`src/pkg/ssdm_pkg.sv`:
```
// What this block does
// - internal fault always raises failure trip
// - shut-off mode trips when either input opens
// - mismatch mode trips when inputs disagree
// - reset pulse, key or power clears trips
// - failure trip cleared only by power cycle
// - flag late closing of each input
// - flag late opening of each input
// - event when exactly one input opens
// - stop event; indicate stop in most modes
// - event on entering detected-failure status
// - timeout event only in mode 05
// - modes 05/06 drop output on trip/delay
// - discrepancy output updated every 10 ms
// - other modes hold output active unless tripped
// - mode 00 trips only on internal fault, never indicates
// - mode 01 trips without special indication
// - mode 05 timeout blocks recovery until both open
// - release allowance 0.00 to 2.00 s
//
// Purpose: shared constants and types of the safe stop monitor
// Assumes: 125 MHz system clock, contact closed reads as 1
// Notes:   allowance is counted in 10 ms steps, 200 steps max

package ssdm_pkg;

    ////////////////////////////////////////////////////////////////////
    // reaction select codes
    localparam logic [2:0] MODE_NONE     = 3'h0;
    localparam logic [2:0] MODE_TRIP     = 3'h1;
    localparam logic [2:0] MODE_MISMATCH = 3'h2;
    localparam logic [2:0] MODE_SHOW_A   = 3'h3;
    localparam logic [2:0] MODE_SHOW_B   = 3'h4;
    localparam logic [2:0] MODE_TIMED    = 3'h5;
    localparam logic [2:0] MODE_DELAY    = 3'h6;

    ////////////////////////////////////////////////////////////////////
    // timing
    localparam int unsigned CLOCK_KHZ       = 125000;
    localparam int unsigned JUDGE_PERIOD_MS = 10;
    localparam int unsigned JUDGE_CYCLES_DEF =
        JUDGE_PERIOD_MS * CLOCK_KHZ;
    localparam int unsigned JUDGE_W         = 21;
    localparam int unsigned ALLOW_W         = 8;
    // allowance step equals the judgement period, 2.00 s max
    localparam int unsigned ALLOW_MAX_MS    = 2000;
    localparam logic [7:0]  ALLOW_MAX       =
        8'(ALLOW_MAX_MS / JUDGE_PERIOD_MS);

    ////////////////////////////////////////////////////////////////////
    // reset values
    localparam logic SYNC_RST_VAL = 1'b1;
    localparam logic DISC_RST_VAL = 1'b1;

    ////////////////////////////////////////////////////////////////////
    // combined input status
    typedef enum logic [2:0] {
        IN_BOTH_CLOSED,
        IN_A_OPEN,
        IN_B_OPEN,
        IN_BOTH_OPEN,
        IN_FAILURE
    } ssdm_status_t;

    // trip held by the monitor
    typedef enum logic [1:0] {
        TRIP_NONE,
        TRIP_STO,
        TRIP_MISMATCH,
        TRIP_FAILURE
    } ssdm_trip_t;

    // special indication
    typedef enum logic [2:0] {
        DISP_NONE,
        DISP_STOP,
        DISP_A_LATE_CLOSE,
        DISP_B_LATE_CLOSE,
        DISP_A_LATE_OPEN,
        DISP_B_LATE_OPEN
    } ssdm_disp_t;

    // one-cycle event pulses
    typedef struct packed {
        logic failure;
        logic stop;
        logic discrepancy;
        logic timeout;
    } ssdm_event_t;

endpackage

```
`src/verilog/ssdm_monitor.sv`:
```
// Purpose: dual-channel safe stop monitor, trips and indications
// Assumes: contact closed = 1, reset and key inputs synchronous
// Notes:   trip reset acts on the release of the reset input

`timescale 1ns/1ps
`default_nettype none

module ssdm_monitor
    import ssdm_pkg::*;
#(
    parameter int unsigned JUDGE_CYCLES = JUDGE_CYCLES_DEF
)(
    input  wire logic         clock,                    // system clock
    input  wire logic         sys_rst,                  // power-on reset
    input  wire logic         safe_stop_input_a,        // contact a
    input  wire logic         safe_stop_input_b,        // contact b
    input  wire logic         internal_fault,           // path fault
    input  wire logic [2:0]   safe_stop_reaction_select,// mode
    input  wire logic [7:0]   release_delay_allowance,  // 10 ms units
    input  wire logic         trip_reset_input,         // reset input
    input  wire logic         stop_reset_key,           // front key
    output logic              alarm_trip_indicator,     // trip active
    output ssdm_trip_t        trip_code,                // held trip
    output ssdm_disp_t        display_code,             // indication
    output ssdm_status_t      input_status,             // status
    output ssdm_event_t       events,                   // pulses
    output logic              channel_discrepancy_out,  // discrepancy
    output logic              recovery_locked           // mode 05 lock
);

    ////////////////////////////////////////////////////////////////////
    // declarations
    logic [1:0]    sync_w;
    logic          in_a;
    logic          in_b;
    ssdm_status_t  status_now;
    ssdm_status_t  status_r;
    logic          status_changed;
    logic          one_open;

    logic          mode_trip;
    logic          mode_mis;
    logic          mode_show;
    logic          mode_delay;
    logic          mode_timed;

    logic          clr_prev_r;
    logic          key_prev_r;
    logic          clear_req;

    ssdm_trip_t    trip_r;
    ssdm_trip_t    trip_nxt;
    logic          set_fail;
    logic          set_sto;
    logic          set_mis;
    logic          alarm_r;

    logic          restoring_r;
    logic          restoring_nxt;
    logic          lock_r;
    logic          lock_nxt;
    ssdm_disp_t    disp_r;
    ssdm_disp_t    disp_nxt;
    logic          late_shown;

    logic [JUDGE_W-1:0] div_r;
    logic          tick;
    logic [ALLOW_W-1:0] allow_c;
    logic [ALLOW_W-1:0] cnt_r;
    logic [ALLOW_W-1:0] cnt_nxt;
    logic          counting;
    logic          timeout_fire;

    ssdm_event_t   ev_nxt;
    ssdm_event_t   ev_r;
    logic          disc_r;
    logic          disc_nxt;
    logic          disc_judge;

    ////////////////////////////////////////////////////////////////////
    // input synchroniser
    ssdm_sync u_sync (
        .clock    (clock),
        .sys_rst  (sys_rst),
        .raw_in   ({safe_stop_input_b, safe_stop_input_a}),
        .sync_out (sync_w)
    );

    assign in_a = sync_w[0];
    assign in_b = sync_w[1];

    ////////////////////////////////////////////////////////////////////
    // combined status; a found fault outranks both contacts
    assign status_now =
        internal_fault   ? IN_FAILURE     :
        (in_a && in_b)   ? IN_BOTH_CLOSED :
        (!in_a && in_b)  ? IN_A_OPEN      :
        (in_a && !in_b)  ? IN_B_OPEN      :
                           IN_BOTH_OPEN;

    assign status_changed = (status_now != status_r);
    assign one_open = (status_now == IN_A_OPEN) ||
                      (status_now == IN_B_OPEN);

    ////////////////////////////////////////////////////////////////////
    // mode decode; unused codes fall back to no reaction
    assign mode_trip  = (safe_stop_reaction_select == MODE_TRIP);
    assign mode_mis   = (safe_stop_reaction_select == MODE_MISMATCH);
    // modes 03 and 04 share one decode
    assign mode_show  = (safe_stop_reaction_select == MODE_SHOW_A) ||
                        (safe_stop_reaction_select == MODE_SHOW_B);
    assign mode_timed = (safe_stop_reaction_select == MODE_TIMED);
    assign mode_delay = mode_timed ||
                        (safe_stop_reaction_select == MODE_DELAY);

    ////////////////////////////////////////////////////////////////////
    // reset input release or key press clears
    assign clear_req = (clr_prev_r && !trip_reset_input) ||
                       (!key_prev_r && stop_reset_key);

    assign set_fail = (status_now == IN_FAILURE);
    // shut-off trip when either input open
    // mode 01 trips, indication stays clear
    assign set_sto  = mode_trip &&
                      (one_open || status_now == IN_BOTH_OPEN);
    assign set_mis  = mode_mis && one_open;

    ////////////////////////////////////////////////////////////////////
    // trip priority: failure, then a live cause, then a clear;
    // a cause still present wins over a clear in the same cycle
    always_comb begin
        trip_nxt = trip_r;
        if (set_fail) begin
            trip_nxt = TRIP_FAILURE;
        // failure trip ignores reset and key
        end else if (trip_r == TRIP_FAILURE) begin
            trip_nxt = TRIP_FAILURE;
        end else if (set_sto) begin
            trip_nxt = TRIP_STO;
        end else if (set_mis) begin
            trip_nxt = TRIP_MISMATCH;
        end else if (clear_req) begin
            trip_nxt = TRIP_NONE;
        end
    end

    ////////////////////////////////////////////////////////////////////
    // direction tracking: stop seen means the next single open input
    // belongs to a restoration, closed seen means a transition to stop
    assign restoring_nxt =
        (status_now == IN_BOTH_OPEN)             ? 1'b1 :
        (status_now == IN_BOTH_CLOSED && !lock_r) ? 1'b0 :
                                                   restoring_r;

    // lock holds until both inputs open again
    assign lock_nxt =
        (timeout_fire && mode_timed)  ? 1'b1 :
        (status_now == IN_BOTH_OPEN)  ? 1'b0 :
                                        lock_r;

    ////////////////////////////////////////////////////////////////////
    // indication per status and mode
    always_comb begin
        disp_nxt = DISP_NONE;
        case (status_now)
            IN_BOTH_OPEN: begin
                // stop shown in modes 02 to 06 only
                if (mode_mis || mode_show || mode_delay) begin
                    disp_nxt = DISP_STOP;
                end
            end
            IN_A_OPEN: begin
                if (mode_delay) begin
                    disp_nxt = restoring_nxt ? DISP_A_LATE_CLOSE
                                             : DISP_B_LATE_OPEN;
                end
            end
            IN_B_OPEN: begin
                if (mode_delay) begin
                    disp_nxt = restoring_nxt ? DISP_B_LATE_CLOSE
                                             : DISP_A_LATE_OPEN;
                end
            end
            IN_BOTH_CLOSED: begin
                // locked recovery keeps the delay code
                if (lock_r) begin
                    disp_nxt = disp_r;
                end
            end
            default: begin
                disp_nxt = DISP_NONE;
            end
        endcase
    end

    assign late_shown = (disp_r != DISP_NONE) &&
                        (disp_r != DISP_STOP);

    ////////////////////////////////////////////////////////////////////
    // 10 ms judgement tick
    assign tick = (div_r == JUDGE_W'(JUDGE_CYCLES - 1));

    always_ff @(posedge clock or posedge sys_rst) begin
        if (sys_rst) begin
            div_r <= '0;
        end else begin
            div_r <= tick ? '0 : div_r + 1'b1;
        end
    end

    ////////////////////////////////////////////////////////////////////
    // allowance limited to 2.00 s
    assign allow_c = (release_delay_allowance > ALLOW_MAX) ?
                     ALLOW_MAX : release_delay_allowance;

    // only a restoration in mode 05 is timed; a status change restarts
    // the count so it measures how long one status is held
    assign counting = mode_timed && restoring_nxt && one_open &&
                      !lock_r;

    assign timeout_fire = counting && !status_changed && tick &&
                          (cnt_r >= allow_c);

    assign cnt_nxt = (!counting || status_changed) ? '0 :
                     (tick && cnt_r != ALLOW_MAX)  ? cnt_r + 1'b1 :
                                                     cnt_r;

    ////////////////////////////////////////////////////////////////////
    // event pulses on status changes and on a mode 05 timeout
    always_comb begin
        ev_nxt = '0;
        ev_nxt.discrepancy = status_changed && one_open;
        ev_nxt.stop        = status_changed &&
                             (status_now == IN_BOTH_OPEN);
        ev_nxt.failure     = status_changed &&
                             (status_now == IN_FAILURE);
        ev_nxt.timeout     = timeout_fire;
    end

    ////////////////////////////////////////////////////////////////////
    // discrepancy output judged on the tick only, so a short glitch
    // between ticks never reaches the output
    // modes 05/06 drop on trip or delay
    assign disc_judge = (trip_r == TRIP_NONE) &&
                        !(mode_delay && late_shown);
    assign disc_nxt   = tick ? disc_judge : disc_r;

    ////////////////////////////////////////////////////////////////////
    // state registers; power-on reset is the only power cycle here
    always_ff @(posedge clock or posedge sys_rst) begin
        if (sys_rst) begin
            status_r    <= IN_BOTH_CLOSED;
            clr_prev_r  <= 1'b0;
            key_prev_r  <= 1'b0;
            trip_r      <= TRIP_NONE;
            alarm_r     <= 1'b0;
        end else begin
            status_r    <= status_now;
            clr_prev_r  <= trip_reset_input;
            key_prev_r  <= stop_reset_key;
            trip_r      <= trip_nxt;
            alarm_r     <= (trip_nxt != TRIP_NONE);
        end
    end

    always_ff @(posedge clock or posedge sys_rst) begin
        if (sys_rst) begin
            restoring_r <= 1'b0;
            lock_r      <= 1'b0;
            disp_r      <= DISP_NONE;
            cnt_r       <= '0;
        end else begin
            restoring_r <= restoring_nxt;
            lock_r      <= lock_nxt;
            disp_r      <= disp_nxt;
            cnt_r       <= cnt_nxt;
        end
    end

    always_ff @(posedge clock or posedge sys_rst) begin
        if (sys_rst) begin
            ev_r   <= '0;
            disc_r <= DISC_RST_VAL;
        end else begin
            ev_r   <= ev_nxt;
            disc_r <= disc_nxt;
        end
    end

    ////////////////////////////////////////////////////////////////////
    // outputs, all from flops
    assign alarm_trip_indicator    = alarm_r;
    assign trip_code               = trip_r;
    assign display_code            = disp_r;
    assign input_status            = status_r;
    assign events                  = ev_r;
    assign channel_discrepancy_out = disc_r;
    assign recovery_locked         = lock_r;

endmodule // ssdm_monitor

`default_nettype wire

```
`src/verilog/ssdm_sync.sv`:
```
// Purpose: two-stage synchroniser for the two safety contacts
// Assumes: inputs may change at any time relative to clock
// Notes:   first stage feeds only the second stage

`timescale 1ns/1ps
`default_nettype none

module ssdm_sync
    import ssdm_pkg::*;
(
    input  wire logic       clock,    // system clock
    input  wire logic       sys_rst,  // async reset, high
    input  wire logic [1:0] raw_in,   // contact levels
    output logic      [1:0] sync_out  // synchronised levels
);

    ////////////////////////////////////////////////////////////////////
    // two flop stages
    genvar gi;
    generate
        for (gi = 0; gi < 2; gi++) begin : g_bit
            logic meta_r;
            logic hold_r;
            always_ff @(posedge clock or posedge sys_rst) begin
                if (sys_rst) begin
                    meta_r <= SYNC_RST_VAL;
                    hold_r <= SYNC_RST_VAL;
                end else begin
                    meta_r <= raw_in[gi];
                    hold_r <= meta_r;
                end
            end
            assign sync_out[gi] = hold_r;
        end
    endgenerate

endmodule // ssdm_sync

`default_nettype wire

```
`config.mk`:
```
export PLATFORM = sky130hd
export DESIGN_NAME = ssdm_monitor
export DESIGN_NICKNAME = d
export VERILOG_FILES = /design/src/pkg/ssdm_pkg.sv /design/src/verilog/ssdm_monitor.sv /design/src/verilog/ssdm_sync.sv
export SDC_FILE = /design/constraint.sdc
export NUM_CORES = 1
export LEC_CHECK = 0
export ABC_CLOCK_PERIOD_IN_PS = 3700
export BUFFER_PORTS_ARGS = -buffer_cell sky130_fd_sc_hd__buf_2
export CORE_ASPECT_RATIO = 0.7
export CORE_UTILIZATION = 60
export CTS_BUF_LIST = sky130_fd_sc_hd__clkbuf_8 sky130_fd_sc_hd__clkbuf_16
export CTS_CLUSTER_SIZE = 20
export DETAILED_ROUTE_END_ITERATION = 12
export GPL_TIMING_DRIVEN = 0
export PLACE_DENSITY = 0.9
export SYNTH_ARGS = -nofsm -noshare
export SYNTH_HDL_FRONTEND = slang
export SYNTH_SLANG_ARGS = --single-unit
```
`constraint.sdc`:
```
create_clock -name clock -period 3.7 [get_ports clock]
set_input_delay 0.555 -clock clock [delete_from_list [all_inputs] [get_ports clock]]
set_output_delay 0.555 -clock clock [all_outputs]
set_load 0.1 [all_outputs]
```
==> flow_metrics.tcl <==
set metrics [dict create \
    run_status "complete, no violations" \
    cts_buffers 5 \
    p_total_w 0.000999 \
    cp-start-kind "primary input" \
    syn_to_final_growth_pct 13.1 \
    vdd_drop_max_mv 0.300 \
    p_seq_frac 0.578 \
    grt_overflow_total 0 \
    ys_types 44 \
    rr_startpoint "div_r[0]$_DFF_PP0_" \
    hold_buffers 0 \
    diodes 0 \
    synthFlopType "dfrtp_1" \
    switching_share 0.269 \
    syn_nets 280 \
    finalSetupViolations 0 \
    powerDensity_mw_per_mm2 345 \
    ff2ff_setup_slack_ns 1.50 \
    cts.sinks 51 \
    fp.dieH_microns 56.6 \
    place_congestion 0.864 \
    cts.path.max_buffers 2 \
    arrival_ns 2.76 \
    hpwlAfterDp_mm 3.90 \
    cp_data_required_time_ns 3.90 \
    maxSlewHeadroom 0.455 \
    syn-cell-area_sq_mm 0.00256 \
    post_cts_resized 0 \
    netlist_instances 251 \
    synth_top_area_frac 0.450 \
    p_leak_nw 1.35 \
    drt-initial-drc-count 276 \
    r2r_end "div_r[9]$_DFF_PP0_" \
    path_max_fanout 4 \
    min_period_ns 2.56 \
    die_w_microns 80.1 \
    setup_tns_ns 0 \
    finalMaxSlewViolations 0 \
    cts_tree "built" \
    avgSynthCellArea_sq_um 10.2 \
    cp_slowest_stage_delay_ns 0.54 \
    antenna_found_initial 0 \
    synth_edf_count 0 \
    initial_utilization 0.641 \
    crit_chain "buf_2 > o31a_1 > o311ai_0 > nand2_1 > ha_1 > a211oi_1 > o21ai_0 > a21oi_1 > a211oi_1 > a21o_1" \
    worstRegToRegCells 5 \
    fillers 279 \
    postPlaceCellArea_sq_mm 0.00280 \
    seq_area_frac_synth 0.501 \
    io_buffers 32 \
    ys_top_cells_by_area "dfrtp_1 (45%), ha_1 (5.4%), dfstp_2 (5.1%)" \
    clock_latency_ns 0.31 \
    grt_pass1_vias 1921 \
    wire_per_inst_microns 15.1 \
    worstMarginPinSlew_ns 0.814 \
    synth_warnings 0 \
    rsz0062_at_grt "false" \
    critPathCaptureType "register" \
    setup.worst_path.class "in -> reg" \
    core_sq_mm 0.00399 \
    clock.fmax_mhz 391 \
    grt_pass1_wl_mm 8.83 \
    timing.final.hold_violations 0 \
    p_int_w 0.000730 \
    ant_nets 0 \
    skew_ns 0.00757 \
    num_rows 19 \
    p_clk_frac 0.319 \
    die-area_sq_mm 0.00453 \
    drive_above_1_share 0.175 \
    ys_async_sr_fraction 1.00 \
    worstHoldPathType "in -> async" \
    io_pins 33 \
    fin_util 0.724 \
    clkTransAtPathRegs_ns 0.09 \
    final_area_sq_mm 0.00289 \
    switchingPower_w 0.000269 \
    grtUsageTotal 0.259 \
    p_comb_frac 0.103 \
    synth_top_area_cell "dfrtp_1" \
    via_per_inst 6.00 \
    grt_max_degree 30 \
    drv_cap 0 \
    post-route-period-util 0.691 \
    worst_path_max_delay_cell "o311ai_0" \
    vias 2063 \
    crit_top_cell "a211oi_1" \
    nNetsFinal 320 \
    h-tree-depth 2 \
    wl_mm 5.19 \
    post_cts_buffers 0 \
    synth-seq-cells 51 \
    cts-root-buf "clkbuf_8" \
    drc_errors 0 \
    drtPass1Iterations 6 \
]
-- cell usage after synthesis, types with 2 or more instances --
cell	count
o41ai_1	2
nor3_1	5
a22o_1	2
and2_1	4
nand2b_1	3
a211oi_1	2
dfrtp_1	46
and4_1	3
nand4_1	8
nor4_1	2
o31a_1	2
o21ai_0	9
nand4b_1	2
dfstp_2	5
or3_1	4
nor2b_1	3
inv_1	14
xnor2_1	12
and4b_1	2
a22oi_1	2
a21oi_1	13
nand2_1	21
o211ai_1	2
ha_1	11
o22a_1	2
nor3b_1	5
xor2_1	10
and3_1	3
nor2_1	28
nand3_1	10
-- logic make-up after synthesis --
family,after synthesis,share of synthesized area
AND/OR/NAND/NOR,109,0.237
flip-flops,51,0.501
AO/OA/AOI/OAI,42,0.107
XOR/XNOR,22,0.0753
buffers and inverters,15,0.0220
adder cells (fa/ha/maj),11,0.0538
multiplexers,1,0.00391
-- cell usage in the layout (no fill, tap or decap), drive strengths merged, types with 2 or more instances in the layout --
cell / n
or4: 2
nand2b: 3
a211oi: 2
nand3: 10
dfrtp: 46
and4b: 2
a21oi: 13
nor2b: 3
or3: 4
o41ai: 2
o21ai: 9
clkbuf: 6
nand4b: 2
a22oi: 2
xor2: 10
nor3b: 5
and3: 3
nor4: 3
buf: 33
xnor2: 12
and4: 3
a22o: 2
ha: 11
nor2: 28
dfstp: 5
o22a: 2
inv: 16
nand2: 21
o211ai: 2
o31a: 2
nor3: 6
and2: 4
nand4: 8
-- how the worst max path moves through the flow --
stage,startpoint,endpoint,cells after the start
finish,release_delay_allowance[0],recovery_locked$_DFFE_PP0P_,10
global route,release_delay_allowance[0],recovery_locked$_DFFE_PP0P_,10
CTS,release_delay_allowance[0],recovery_locked$_DFFE_PP0P_,10
detailed placement,release_delay_allowance[0],recovery_locked$_DFFE_PP0P_,10
global placement,release_delay_allowance[0],recovery_locked$_DFFE_PP0P_,10
floorplan,release_delay_allowance[0],recovery_locked$_DFFE_PP0P_,9
-- metal layers --
layer	GRT usage	part of all wire	vias up
li1	-	-	981
met1	0.387	0.48	999
met2	0.376	0.44	73
met3	0.0699	0.069	10
met4	0.0638	0.015	0
met5	0	0	-
-- final cells by class --
cell class / instances / area, sq um / share of cell area
sequential: 51 / 1280 / 0.443
multi-input combinational: 185 / 1220 / 0.422
timing repair buffer: 33 / 180 / 0.0623
clock buffer: 5 / 68.8 / 0.0238
tap: 52 / 65.1 / 0.0225
inverter: 14 / 52.6 / 0.0182
clock inverter: 3 / 20.0 / 0.00692
buffer: 1 / 3.75 / 0.00130
-- metrics by stage --
step	cells	hold slack, ns	setup slack (ns)
5_1_grt	344	0.291	1.03
6_report	344	0.257	1.14
3_3_place_gp	335	0.345	0.967
3_5_place_dp	336	0.347	0.803
2_1_floorplan	251	0.345	1.25
4_1_cts	344	0.270	1.14
-- sequential cells by signal, indices dropped and copies added, names as in the netlist, 2 cells and up --
register	cells
cnt_r	8
display_code	3
div_r	21
events	4
input_status	3
trip_code	2
u_sync.g_bit.hold_r	2
u_sync.g_bit.meta_r	2
-- power groups by stage --
stage	clock, W	combinational (W)	sequential (W)
after floorplan	0	0.0000374	0.000620
after global placement	0	0.0000973	0.000587
after detailed placement	0	0.000103	0.000587
after CTS	0.000322	0.000103	0.000577
after global routing	0.000348	0.000111	0.000578
final	0.000319	0.000103	0.000577
-- critical path, delay by kind of cell --
kind / cells / cell delay, ns
AOI/OAI and AO/OA: 7 / 1.66
adders and majority gates: 1 / 0.32
and+or+nand+nor: 1 / 0.12
buffers and inverters: 1 / 0.10
Note: power is estimated with default switching activity, not from simulation.
